`src/verilog/gpc_pkg.sv`:
```
// gpc_pkg: constants for the eight-pin port with change detection
// assumes: included by every design file of the port block; 32-bit AXI4-Lite data
package gpc_pkg;

    // ------------------------------------------------------------
    // geometry
    // ------------------------------------------------------------
    localparam int unsigned PIN_COUNT = 8;   // pins on the port
    localparam int unsigned WATCH_COUNT = 4; // pins with change detection
    localparam int unsigned WATCH_LO = 4;    // lowest watched pin
    localparam int unsigned ADDR_W = 8;      // decoded address bits

    // ------------------------------------------------------------
    // register byte offsets
    // ------------------------------------------------------------
    localparam logic [7:0] ADDR_DATA = 8'h00;   // pins on read, output latch on write
    localparam logic [7:0] ADDR_DIR = 8'h04;    // direction mask, one means input
    localparam logic [7:0] ADDR_OPTION = 8'h08; // option configuration
    localparam logic [7:0] ADDR_INTCTL = 8'h0C; // interrupt control
    localparam logic [7:0] ADDR_PERIPH = 8'h10; // peripheral pin control

    // ------------------------------------------------------------
    // field positions
    // ------------------------------------------------------------
    localparam int unsigned PULLUP_DIS_BIT = 7; // pullup_disable_n in option
    localparam int unsigned FLAG_BIT = 0;       // port_change_flag in intctl
    localparam int unsigned IRQ_EN_BIT = 3;     // port_change_irq_enable in intctl
    localparam int unsigned OSC_EN_BIT = 0;     // secondary_osc_enable in periph
    localparam int unsigned EXT_IRQ_PIN = 0;    // ext_irq_pin
    localparam int unsigned OSC_OUT_PIN = 1;    // timer_osc_out_clk_in_pin
    localparam int unsigned OSC_IN_PIN = 2;     // timer_osc_in_pin
    localparam int unsigned CAPCMP_PIN = 3;     // capture_compare_pin
    localparam int unsigned PROG_CLK_PIN = 6;   // prog_clock_pin
    localparam int unsigned PROG_DATA_PIN = 7;  // prog_data_pin

    // ------------------------------------------------------------
    // reset values
    // ------------------------------------------------------------
    localparam logic [7:0] LATCH_RST = 8'h00;  // output latch
    localparam logic [7:0] DIR_RST = 8'hFF;    // all pins input
    localparam logic [7:0] OPTION_RST = 8'h80; // pull-ups disabled
    localparam logic [7:0] INTCTL_RST = 8'h00; // flag and enable clear
    localparam logic [7:0] PERIPH_RST = 8'h00; // oscillator off

    // ------------------------------------------------------------
    // bus responses
    // ------------------------------------------------------------
    localparam logic [1:0] RESP_OKAY = 2'h0;   // accepted
    localparam logic [1:0] RESP_DECERR = 2'h3; // unmapped address

    // true when the offset names a register of the port
    function automatic logic is_mapped(input logic [ADDR_W-1:0] a);
        return (a == ADDR_DATA) || (a == ADDR_DIR) || (a == ADDR_OPTION)
            || (a == ADDR_INTCTL) || (a == ADDR_PERIPH);
    endfunction

endpackage

```
`src/verilog/gpc_port.sv`:
```
// gpc_port: eight-pin general-purpose port with change interrupt
// assumes: AXI4-Lite master on the core clock; pads resolve the
// drive, enable and pull-up signals; peripherals drive their overrides
`timescale 1ns/10ps
module gpc_port
    import gpc_pkg::*;
(
    input wire logic CORE_CLK,                        // core clock, 40 MHz
    input wire logic RST,                             // async reset, active high
    // AXI4-Lite slave
    input wire logic AWVALID,                         // write address valid
    output logic AWREADY,                             // write address ready
    input wire logic [31:0] AWADDR,                   // write address
    input wire logic WVALID,                          // write data valid
    output logic WREADY,                              // write data ready
    input wire logic [31:0] WDATA,                    // write data
    input wire logic [3:0] WSTRB,                     // write byte strobes
    output logic BVALID,                              // write response valid
    input wire logic BREADY,                          // write response ready
    output logic [1:0] BRESP,                         // write response
    input wire logic ARVALID,                         // read address valid
    output logic ARREADY,                             // read address ready
    input wire logic [31:0] ARADDR,                   // read address
    output logic RVALID,                              // read data valid
    input wire logic RREADY,                          // read data ready
    output logic [31:0] RDATA,                        // read data
    output logic [1:0] RRESP,                         // read response
    // pins
    input wire logic [gpc_pkg::PIN_COUNT-1:0] PIN_I,  // pin levels
    output logic [gpc_pkg::PIN_COUNT-1:0] PIN_O,      // pin drive value
    output logic [gpc_pkg::PIN_COUNT-1:0] PIN_OE,     // high while driving
    output logic [gpc_pkg::PIN_COUNT-1:0] PIN_PU,     // weak pull-up on
    // peripheral overrides
    input wire logic [gpc_pkg::PIN_COUNT-1:0] PERIPH_EN,  // peripheral owns pin
    input wire logic [gpc_pkg::PIN_COUNT-1:0] PERIPH_DIR, // one forces input
    input wire logic [gpc_pkg::PIN_COUNT-1:0] PERIPH_OUT, // peripheral drive
    input wire logic PROG_MODE,                       // serial programming mode
    input wire logic PROG_DATA_OE,                    // programmer drives data pin
    input wire logic PROG_DATA_OUT,                   // programming data out
    // peripheral inputs and status
    output logic EXT_IRQ_IN,                          // external interrupt level
    output logic TMR_CLK_IN,                          // timer clock input level
    output logic OSC_IN,                              // timer oscillator input level
    output logic CAPTURE_IN,                          // capture input level
    output logic PROG_CLK_IN,                         // programming clock level
    output logic PROG_DATA_IN,                        // programming data level
    output logic SECONDARY_OSC_ENABLE,                // oscillator enable to timer
    output logic PORT_CHANGE_IRQ,                     // flag gated by enable
    output logic WAKE                                 // wake request from sleep
);
    // ------------------------------------------------------------
    // state
    // ------------------------------------------------------------
    typedef struct packed {
        logic [7:0] latch;         // output latch
        logic [7:0] dir;           // port_direction_mask
        logic [7:0] option;        // option configuration
        logic [7:0] intctl;        // interrupt_control_reg
        logic [7:0] periph;        // peripheral pin control
        logic aw_full;             // write address held
        logic [ADDR_W-1:0] aw_addr; // held write address
        logic w_full;              // write data held
        logic [7:0] w_data;        // held write data, low byte
        logic w_lane0;             // low byte strobed
        logic awready;             // write address ready
        logic wready;              // write data ready
        logic bvalid;              // write response valid
        logic [1:0] bresp;         // write response
        logic arready;             // read address ready
        logic rvalid;              // read data valid
        logic [31:0] rdata;        // read data
        logic [1:0] rresp;         // read response
        logic [7:0] pin_o;         // pin drive value
        logic [7:0] pin_oe;        // pin drive enable
        logic [7:0] pin_pu;        // pull-up enable
        logic [5:0] periph_in;     // synchronised peripheral inputs
        logic osc_en;              // oscillator enable out
        logic irq;                 // interrupt request
        logic wake;                // wake request
    } gpc_port_t;

    gpc_port_t s_q; // registered state
    gpc_port_t s_d; // next state

    logic [PIN_COUNT-1:0] pins_sync;        // synchronised pins
    logic [PIN_COUNT-1:0] dir_eff;          // effective direction, one is input
    logic [PIN_COUNT-1:0] out_val;          // effective drive value
    logic [WATCH_COUNT-1:0] watch_in_mask;  // watched pins that are inputs
    logic refresh;                          // data register accessed this cycle
    logic mismatch;                         // change detected
    logic do_write;                         // address and data both held
    logic rd_take;                          // read address taken
    logic [ADDR_W-1:0] rd_addr;             // read offset

    // ------------------------------------------------------------
    // pin input synchroniser
    // ------------------------------------------------------------
    gpc_sync u_sync (
        .CORE_CLK(CORE_CLK),
        .RST(RST),
        .pins_in(PIN_I),
        .pins_sync(pins_sync)
    );

    // ------------------------------------------------------------
    // change detector on the upper pins
    // ------------------------------------------------------------
    gpc_change u_change (
        .CORE_CLK(CORE_CLK),
        .RST(RST),
        .watch_in(pins_sync[WATCH_LO +: WATCH_COUNT]),
        .in_mask(watch_in_mask),
        .refresh(refresh),
        .mismatch(mismatch)
    );

    // ------------------------------------------------------------
    // effective direction and drive per pin
    // ------------------------------------------------------------
    // priority: programming mode, oscillator, peripheral, direction bit
    always_comb begin
        for (int i = 0; i < PIN_COUNT; i++) begin
            dir_eff[i] = s_q.dir[i];
            out_val[i] = s_q.latch[i];
            if (PERIPH_EN[i]) begin
                dir_eff[i] = PERIPH_DIR[i];
                out_val[i] = PERIPH_OUT[i];
            end
        end
        if (s_q.periph[OSC_EN_BIT]) begin
            dir_eff[OSC_OUT_PIN] = 1'b1;
            dir_eff[OSC_IN_PIN] = 1'b1;
        end
        if (PROG_MODE) begin
            dir_eff[PROG_CLK_PIN] = 1'b1;
            dir_eff[PROG_DATA_PIN] = ~PROG_DATA_OE;
            out_val[PROG_DATA_PIN] = PROG_DATA_OUT;
        end
        watch_in_mask = dir_eff[WATCH_LO +: WATCH_COUNT];
    end

    // ------------------------------------------------------------
    // bus handshakes and access decode
    // ------------------------------------------------------------
    assign do_write = s_q.aw_full & s_q.w_full;
    assign rd_take = ARVALID & s_q.arready;
    assign rd_addr = ARADDR[ADDR_W-1:0];
    // read or write of the data register refreshes the reference
    assign refresh = (rd_take & (rd_addr == ADDR_DATA))
        | (do_write & (s_q.aw_addr == ADDR_DATA));

    // ------------------------------------------------------------
    // next-state logic
    // ------------------------------------------------------------
    always_comb begin
        s_d = s_q;
        // write address and data may arrive in either order
        if (AWVALID && s_q.awready) begin
            s_d.aw_full = 1'b1;
            s_d.aw_addr = AWADDR[ADDR_W-1:0];
        end
        if (WVALID && s_q.wready) begin
            s_d.w_full = 1'b1;
            s_d.w_data = WDATA[7:0];
            s_d.w_lane0 = WSTRB[0];
        end
        if (BREADY && s_q.bvalid) begin
            s_d.bvalid = 1'b0;
        end
        // perform the write once both halves are held
        if (do_write) begin
            s_d.aw_full = 1'b0;
            s_d.w_full = 1'b0;
            s_d.bvalid = 1'b1;
            s_d.bresp = is_mapped(s_q.aw_addr) ? RESP_OKAY : RESP_DECERR;
            if (s_q.w_lane0) begin
                unique case (s_q.aw_addr)
                    ADDR_DATA: begin
                        s_d.latch = s_q.w_data;
                    end
                    ADDR_DIR: begin
                        s_d.dir = s_q.w_data;
                    end
                    ADDR_OPTION: begin
                        s_d.option = s_q.w_data & OPTION_RST;
                    end
                    ADDR_INTCTL: begin
                        s_d.intctl = s_q.w_data;
                    end
                    ADDR_PERIPH: begin
                        s_d.periph = s_q.w_data & 8'h01;
                    end
                    default: begin
                        // unmapped: nothing stored
                    end
                endcase
            end
        end
        // mismatch sets the flag every cycle and beats a clear
        if (mismatch) begin
            s_d.intctl[FLAG_BIT] = 1'b1;
        end
        s_d.awready = ~s_d.aw_full & ~s_d.bvalid;
        s_d.wready = ~s_d.w_full & ~s_d.bvalid;
        // read channel, one outstanding read
        if (RREADY && s_q.rvalid) begin
            s_d.rvalid = 1'b0;
        end
        if (rd_take) begin
            s_d.rvalid = 1'b1;
            s_d.rresp = is_mapped(rd_addr) ? RESP_OKAY : RESP_DECERR;
            unique case (rd_addr)
                ADDR_DATA: begin
                    s_d.rdata = {24'h00_0000, pins_sync};
                end
                ADDR_DIR: begin
                    s_d.rdata = {24'h00_0000, s_q.dir};
                end
                ADDR_OPTION: begin
                    s_d.rdata = {24'h00_0000, s_q.option};
                end
                ADDR_INTCTL: begin
                    s_d.rdata = {24'h00_0000, s_q.intctl};
                end
                ADDR_PERIPH: begin
                    s_d.rdata = {24'h00_0000, s_q.periph};
                end
                default: begin
                    s_d.rdata = 32'h0000_0000;
                end
            endcase
        end
        s_d.arready = ~s_d.rvalid;
        // pad controls, pull-up only on inputs while enabled
        s_d.pin_o = out_val;
        s_d.pin_oe = ~dir_eff;
        s_d.pin_pu = dir_eff & {PIN_COUNT{~s_q.option[PULLUP_DIS_BIT]}};
        // synchronised levels to the sharing peripherals
        s_d.periph_in = {pins_sync[PROG_DATA_PIN], pins_sync[PROG_CLK_PIN],
            pins_sync[CAPCMP_PIN], pins_sync[OSC_IN_PIN],
            pins_sync[OSC_OUT_PIN], pins_sync[EXT_IRQ_PIN]};
        s_d.osc_en = s_q.periph[OSC_EN_BIT];
        // interrupt and wake from the flag just computed
        s_d.irq = s_d.intctl[FLAG_BIT] & s_d.intctl[IRQ_EN_BIT];
        s_d.wake = s_d.intctl[FLAG_BIT] & s_d.intctl[IRQ_EN_BIT];
    end

    // ------------------------------------------------------------
    // state register
    // ------------------------------------------------------------
    always_ff @(posedge CORE_CLK or posedge RST) begin
        if (RST) begin
            s_q <= '0;
            s_q.latch <= LATCH_RST;
            s_q.dir <= DIR_RST;
            s_q.option <= OPTION_RST;
            s_q.intctl <= INTCTL_RST;
            s_q.periph <= PERIPH_RST;
        end else begin
            s_q <= s_d;
        end
    end

    // ------------------------------------------------------------
    // outputs, all from the state register
    // ------------------------------------------------------------
    assign AWREADY = s_q.awready;
    assign WREADY = s_q.wready;
    assign BVALID = s_q.bvalid;
    assign BRESP = s_q.bresp;
    assign ARREADY = s_q.arready;
    assign RVALID = s_q.rvalid;
    assign RDATA = s_q.rdata;
    assign RRESP = s_q.rresp;
    assign PIN_O = s_q.pin_o;
    assign PIN_OE = s_q.pin_oe;
    assign PIN_PU = s_q.pin_pu;
    assign EXT_IRQ_IN = s_q.periph_in[0];
    assign TMR_CLK_IN = s_q.periph_in[1];
    assign OSC_IN = s_q.periph_in[2];
    assign CAPTURE_IN = s_q.periph_in[3];
    assign PROG_CLK_IN = s_q.periph_in[4];
    assign PROG_DATA_IN = s_q.periph_in[5];
    assign SECONDARY_OSC_ENABLE = s_q.osc_en;
    assign PORT_CHANGE_IRQ = s_q.irq;
    assign WAKE = s_q.wake;
endmodule

```
`src/verilog/gpc_sync.sv`:
```
// gpc_sync: two-stage synchroniser for the pin inputs
// assumes: one clock; pins change at any time relative to it
`timescale 1ns/10ps
module gpc_sync
    import gpc_pkg::*;
(
    input wire logic CORE_CLK,                 // core clock
    input wire logic RST,                      // async reset, active high
    input wire logic [PIN_COUNT-1:0] pins_in,  // raw pin levels
    output logic [PIN_COUNT-1:0] pins_sync     // synchronised levels
);
    // ------------------------------------------------------------
    // state
    // ------------------------------------------------------------
    typedef struct packed {
        logic [PIN_COUNT-1:0] stage1; // first stage, read only by stage2
        logic [PIN_COUNT-1:0] stage2; // second stage
    } gpc_sync_t;

    gpc_sync_t s_q; // registered state
    gpc_sync_t s_d; // next state

    // shift each pin through both stages
    always_comb begin
        s_d = s_q;
        s_d.stage1 = pins_in;
        s_d.stage2 = s_q.stage1;
    end

    // register the state
    always_ff @(posedge CORE_CLK or posedge RST) begin
        if (RST) begin
            s_q <= '0;
        end else begin
            s_q <= s_d;
        end
    end

    assign pins_sync = s_q.stage2;
endmodule

```
`src/verilog/gpc_change.sv`:
```
// gpc_change: mismatch detector for the four watched pins
// assumes: pins already synchronised; refresh is a one-cycle pulse
`timescale 1ns/10ps
module gpc_change
    import gpc_pkg::*;
(
    input wire logic CORE_CLK,                   // core clock
    input wire logic RST,                        // async reset, active high
    input wire logic [WATCH_COUNT-1:0] watch_in, // synchronised watched pins
    input wire logic [WATCH_COUNT-1:0] in_mask,  // one where the pin is an input
    input wire logic refresh,                    // data register accessed
    output logic mismatch                        // some input differs from copy
);
    // ------------------------------------------------------------
    // state
    // ------------------------------------------------------------
    typedef struct packed {
        logic [WATCH_COUNT-1:0] ref_val; // levels seen at the last access
    } gpc_change_t;

    gpc_change_t s_q; // registered state
    gpc_change_t s_d; // next state

    // capture a new reference on every data register access
    always_comb begin
        s_d = s_q;
        if (refresh) begin
            s_d.ref_val = watch_in;
        end
    end

    // register the state
    always_ff @(posedge CORE_CLK or posedge RST) begin
        if (RST) begin
            s_q <= '0;
        end else begin
            s_q <= s_d;
        end
    end

    // compare inputs only, or the four results, end on access
    assign mismatch = (|((watch_in ^ s_q.ref_val) & in_mask)) & ~refresh;
endmodule

```
`config.mk`:
```
export PLATFORM = sky130hd
export DESIGN_NAME = gpc_port
export DESIGN_NICKNAME = d
export VERILOG_FILES = /design/src/verilog/gpc_pkg.sv /design/src/verilog/gpc_port.sv /design/src/verilog/gpc_sync.sv /design/src/verilog/gpc_change.sv
export SDC_FILE = /design/constraint.sdc
export NUM_CORES = 1
export LEC_CHECK = 0
export BUFFER_PORTS_ARGS = -buffer_cell sky130_fd_sc_hd__buf_2
export CORE_ASPECT_RATIO = 1.2
export CORE_MARGIN = 2
export CORE_UTILIZATION = 40
export CTS_CLUSTER_SIZE = 14
export DETAILED_ROUTE_END_ITERATION = 16
export PLACE_DENSITY = 0.7
export SYNTH_ARGS = -nofsm -noshare
export SYNTH_HDL_FRONTEND = slang
export SYNTH_SLANG_ARGS = --single-unit
```
`constraint.sdc`:
```
create_clock -name CORE_CLK -period 11.55 [get_ports CORE_CLK]
set_input_delay 2.31 -clock CORE_CLK [delete_from_list [all_inputs] [get_ports CORE_CLK]]
set_output_delay 2.31 -clock CORE_CLK [all_outputs]
set_load 0.01 [all_outputs]
```
==> flow_summary.json <==
{
  "grt_max_degree": 62,
  "finalHoldWorstSlack_ns": 0.352,
  "ant_nets": 0,
  "layout-drive-gt1-share": 0.470,
  "fmax_mhz": 245,
  "cts_tree": "yes",
  "async_flop_share": 1.00,
  "cts_made_buffers": 9,
  "cts_resized": 0,
  "routed_wl_um": 9030,
  "synth_cell_types": 39,
  "drv_slew": 0,
  "finalHoldViolations": 0,
  "synth_seq_area_share": 0.605,
  "syn_area_um2": 4650,
  "fin_crit_sh": 0.353,
  "wl_per_cell_um": 15.3,
  "path_class": "primary input to register",
  "min_period_ns": 4.08,
  "hold_path.class": "register to register",
  "postCtsHoldBufs": 0,
  "antenna_cells": 0,
  "vdd_drop_max_uv": 113,
  "drtIter0Drc": 100,
  "io_buffers": 116,
  "path_max_fanout": 5,
  "clock_skew_ns": 0.00765,
  "place_hpwl_um": 6430,
  "post-cts-setup-buffers": 0,
  "num_vias": 2714,
  "synthFlopType": "dfrtp_1",
  "hold_end": "u_sync.pins_sync[3]",
  "place_area_um2": 5040,
  "die_w_um": 102,
  "worst_slack_ns": 7.47,
  "status": "finished, final reports clean",
  "cts-root-buf": "clkbuf_16",
  "yosysWarnings": 0,
  "fp.dieArea_um2": 12500,
  "core_area_um2": 11500,
  "num_rows": 43,
  "cpPeakStageDelay_ns": 0.70,
  "grt_pass1_wl_um": 14200,
  "track_usage": 0.155,
  "critPathSlowestCell": "nor3_1",
  "power.density_nw_per_um2": 186,
  "timing.rr.end": "s_q[130]",
  "final_cell_area_um2": 5300,
  "nFillCells": 1051,
  "cts_sinks": 112,
  "start_kind": "primary input",
  "start_util": 0.406,
  "worstRegToRegCells": 4,
  "grt_antenna_before_repair": 2,
  "h-tree-depth": 3,
  "maxCapViolCount": 0,
  "r2r_slack_ns": 9.24,
  "synthCells": 344,
  "viasPerCell": 4.61,
  "synth.ff_latch_count": 112,
  "syn_area_per_cell_um2": 13.5,
  "insertion_delay_ns": 0.35,
  "r2r-start": "s_q[85]",
  "synth-edff-count": 0,
  "critical_path_arrival_ns": 4.34,
  "holdCritStartpoint": "u_sync.s_d[3]",
  "drc": 0,
  "p_leak_nw": 2.61,
  "area_growth_pct": 14.1,
  "final_nets": 570,
  "place.gp.congestion": 0.725,
  "first_pass_iters": 4,
  "hold_depth": 0,
  "multi_input_area_um2": 1420,
  "cp-end-kind": "register",
  "path_cells": "buf_2, or4_1, or3_1, nor3_1, a22oi_1, o21ai_0",
  "setup_tns_ns": 0,
  "seq_area_um2": 2810,
  "clk_path_buf_depth": 2,
  "slew_headroom": 0.453,
  "cp.required_ns": 11.81,
  "die_y_um": 122,
  "setup_viol": 0,
  "clkTransAtPathRegs_ns": 0.07,
  "critPathBufInv": 1,
  "grt_overflow": 0,
  "dp_slack_ns": 7.13,
  "instances_no_fill": 589,
  "ioPinCount": 216,
  "grt_setup_unrepaired": "false",
  "grt_pass1_vias": 2731,
  "path_delay_family": "simple AND/OR/NAND/NOR gates",
  "post-place-cells": 574,
  "worst_pin_slew_ns": 0.814
}
Yosys cell counts (2+ instances only):
library cell  number  area (um^2)
dfrtp_1          103         2580
nor4_4             2         42.5
nor2b_1            6         37.5
nor3_1             3         15.0
a22oi_1            4         30.0
o21ai_0           11         55.1
a21oi_1            3         15.0
mux2i_1           13          130
clkbuf_1           4         15.0
dfstp_2            9          236
a211oi_1           3         22.5
or3_1              2         12.5
nand2_1           15         56.3
buf_4             62          465
or2_2              2         12.5
inv_1              5         18.8
mux2_2            53          597
nor2_1            17         63.8
xnor2_1            4         35.0
nand3_1            2         10.0
a31oi_1            3         18.8
area by class of cell:
type                       instances  share of cell area
multi-input combinational        183               0.267
inverter                           5             0.00401
clock buffer                      12              0.0465
tap                              157              0.0370
sequential                       112               0.531
timing repair buffer             117               0.111
clock inverter                     3             0.00377
per-stage QoR:
| stage | utilization | power, mW |
|---|---|---|
| after global routing | 0.463 | 1.04 |
| after CTS | 0.463 | 0.999 |
| after floorplan | - | 0.665 |
| after global placement | 0.440 | 0.702 |
| final | 0.463 | 0.984 |
| after detailed placement | 0.440 | 0.711 |
sequential cells by signal (all words and copies together) (netlist names), 4 cells and up:
name	count
PIN_PU	8
RDATA	8
PIN_O	8
u_sync.pins_sync	8
u_sync.s_d	8
PIN_OE	8
u_change.s_q	4
s_q	44
how the worst max path moves through the flow:
stage               from  endpoint  slack (ns)  cells past startpoint
2_1_floorplan        RST   ARREADY        6.30                      1
3_3_place_gp   ARADDR[5]  RDATA[3]        7.12                      6
3_5_place_dp   ARADDR[5]  RDATA[4]        7.13                      6
4_1_cts        ARADDR[5]  RDATA[4]        7.50                      6
5_1_grt        ARADDR[5]  RDATA[3]        7.35                      6
6_report       ARADDR[5]  RDATA[4]        7.47                      6
metal layers:
metal,vias to the layer above,GRT usage,wire length [um]
met3,14,0.0413,490
li1,1264,-,-
met2,98,0.240,4300
met4,2,0.0683,177
met1,1336,0.205,4050
met5,-,0,11
power breakdown:
group          switching [mW]  internal (mW)
registers              0.0622          0.468
clock network           0.134          0.151
logic                  0.0806         0.0893
worst register-to-register path, stage by stage (launching register included):
cell and delay [ns]:
dfrtp_1 0.38, or4_4 0.58, nor4_4 0.22, nor3b_4 0.60, mux2_2 0.40
cell families (layout without fill, tap and decap cells):
kind of cell           Yosys count  after routing  share of synthesized area
flip-flops                     112            112                      0.605
buffers and inverters           72            137                      0.108
multiplexers                    68             68                      0.164
AND/OR/NAND/NOR                 56             56                     0.0705
AO/OA/AOI/OAI                   31             31                     0.0431
XOR/XNOR                         4              4                    0.00754
other                            1             24                   0.000807
cells in the final DEF (no fill, tap or decap), types with 9 or more instances in the layout:
master     instances
dfstp_2            9
mux2_2            53
buf_2            116
dfrtp_1          103
o21ai_0           11
mux2i_1           13
clkbuf_16          9
conb_1            24
nor2_1            17
nand2_1           15
Note: power is estimated with default switching activity, not from simulation.
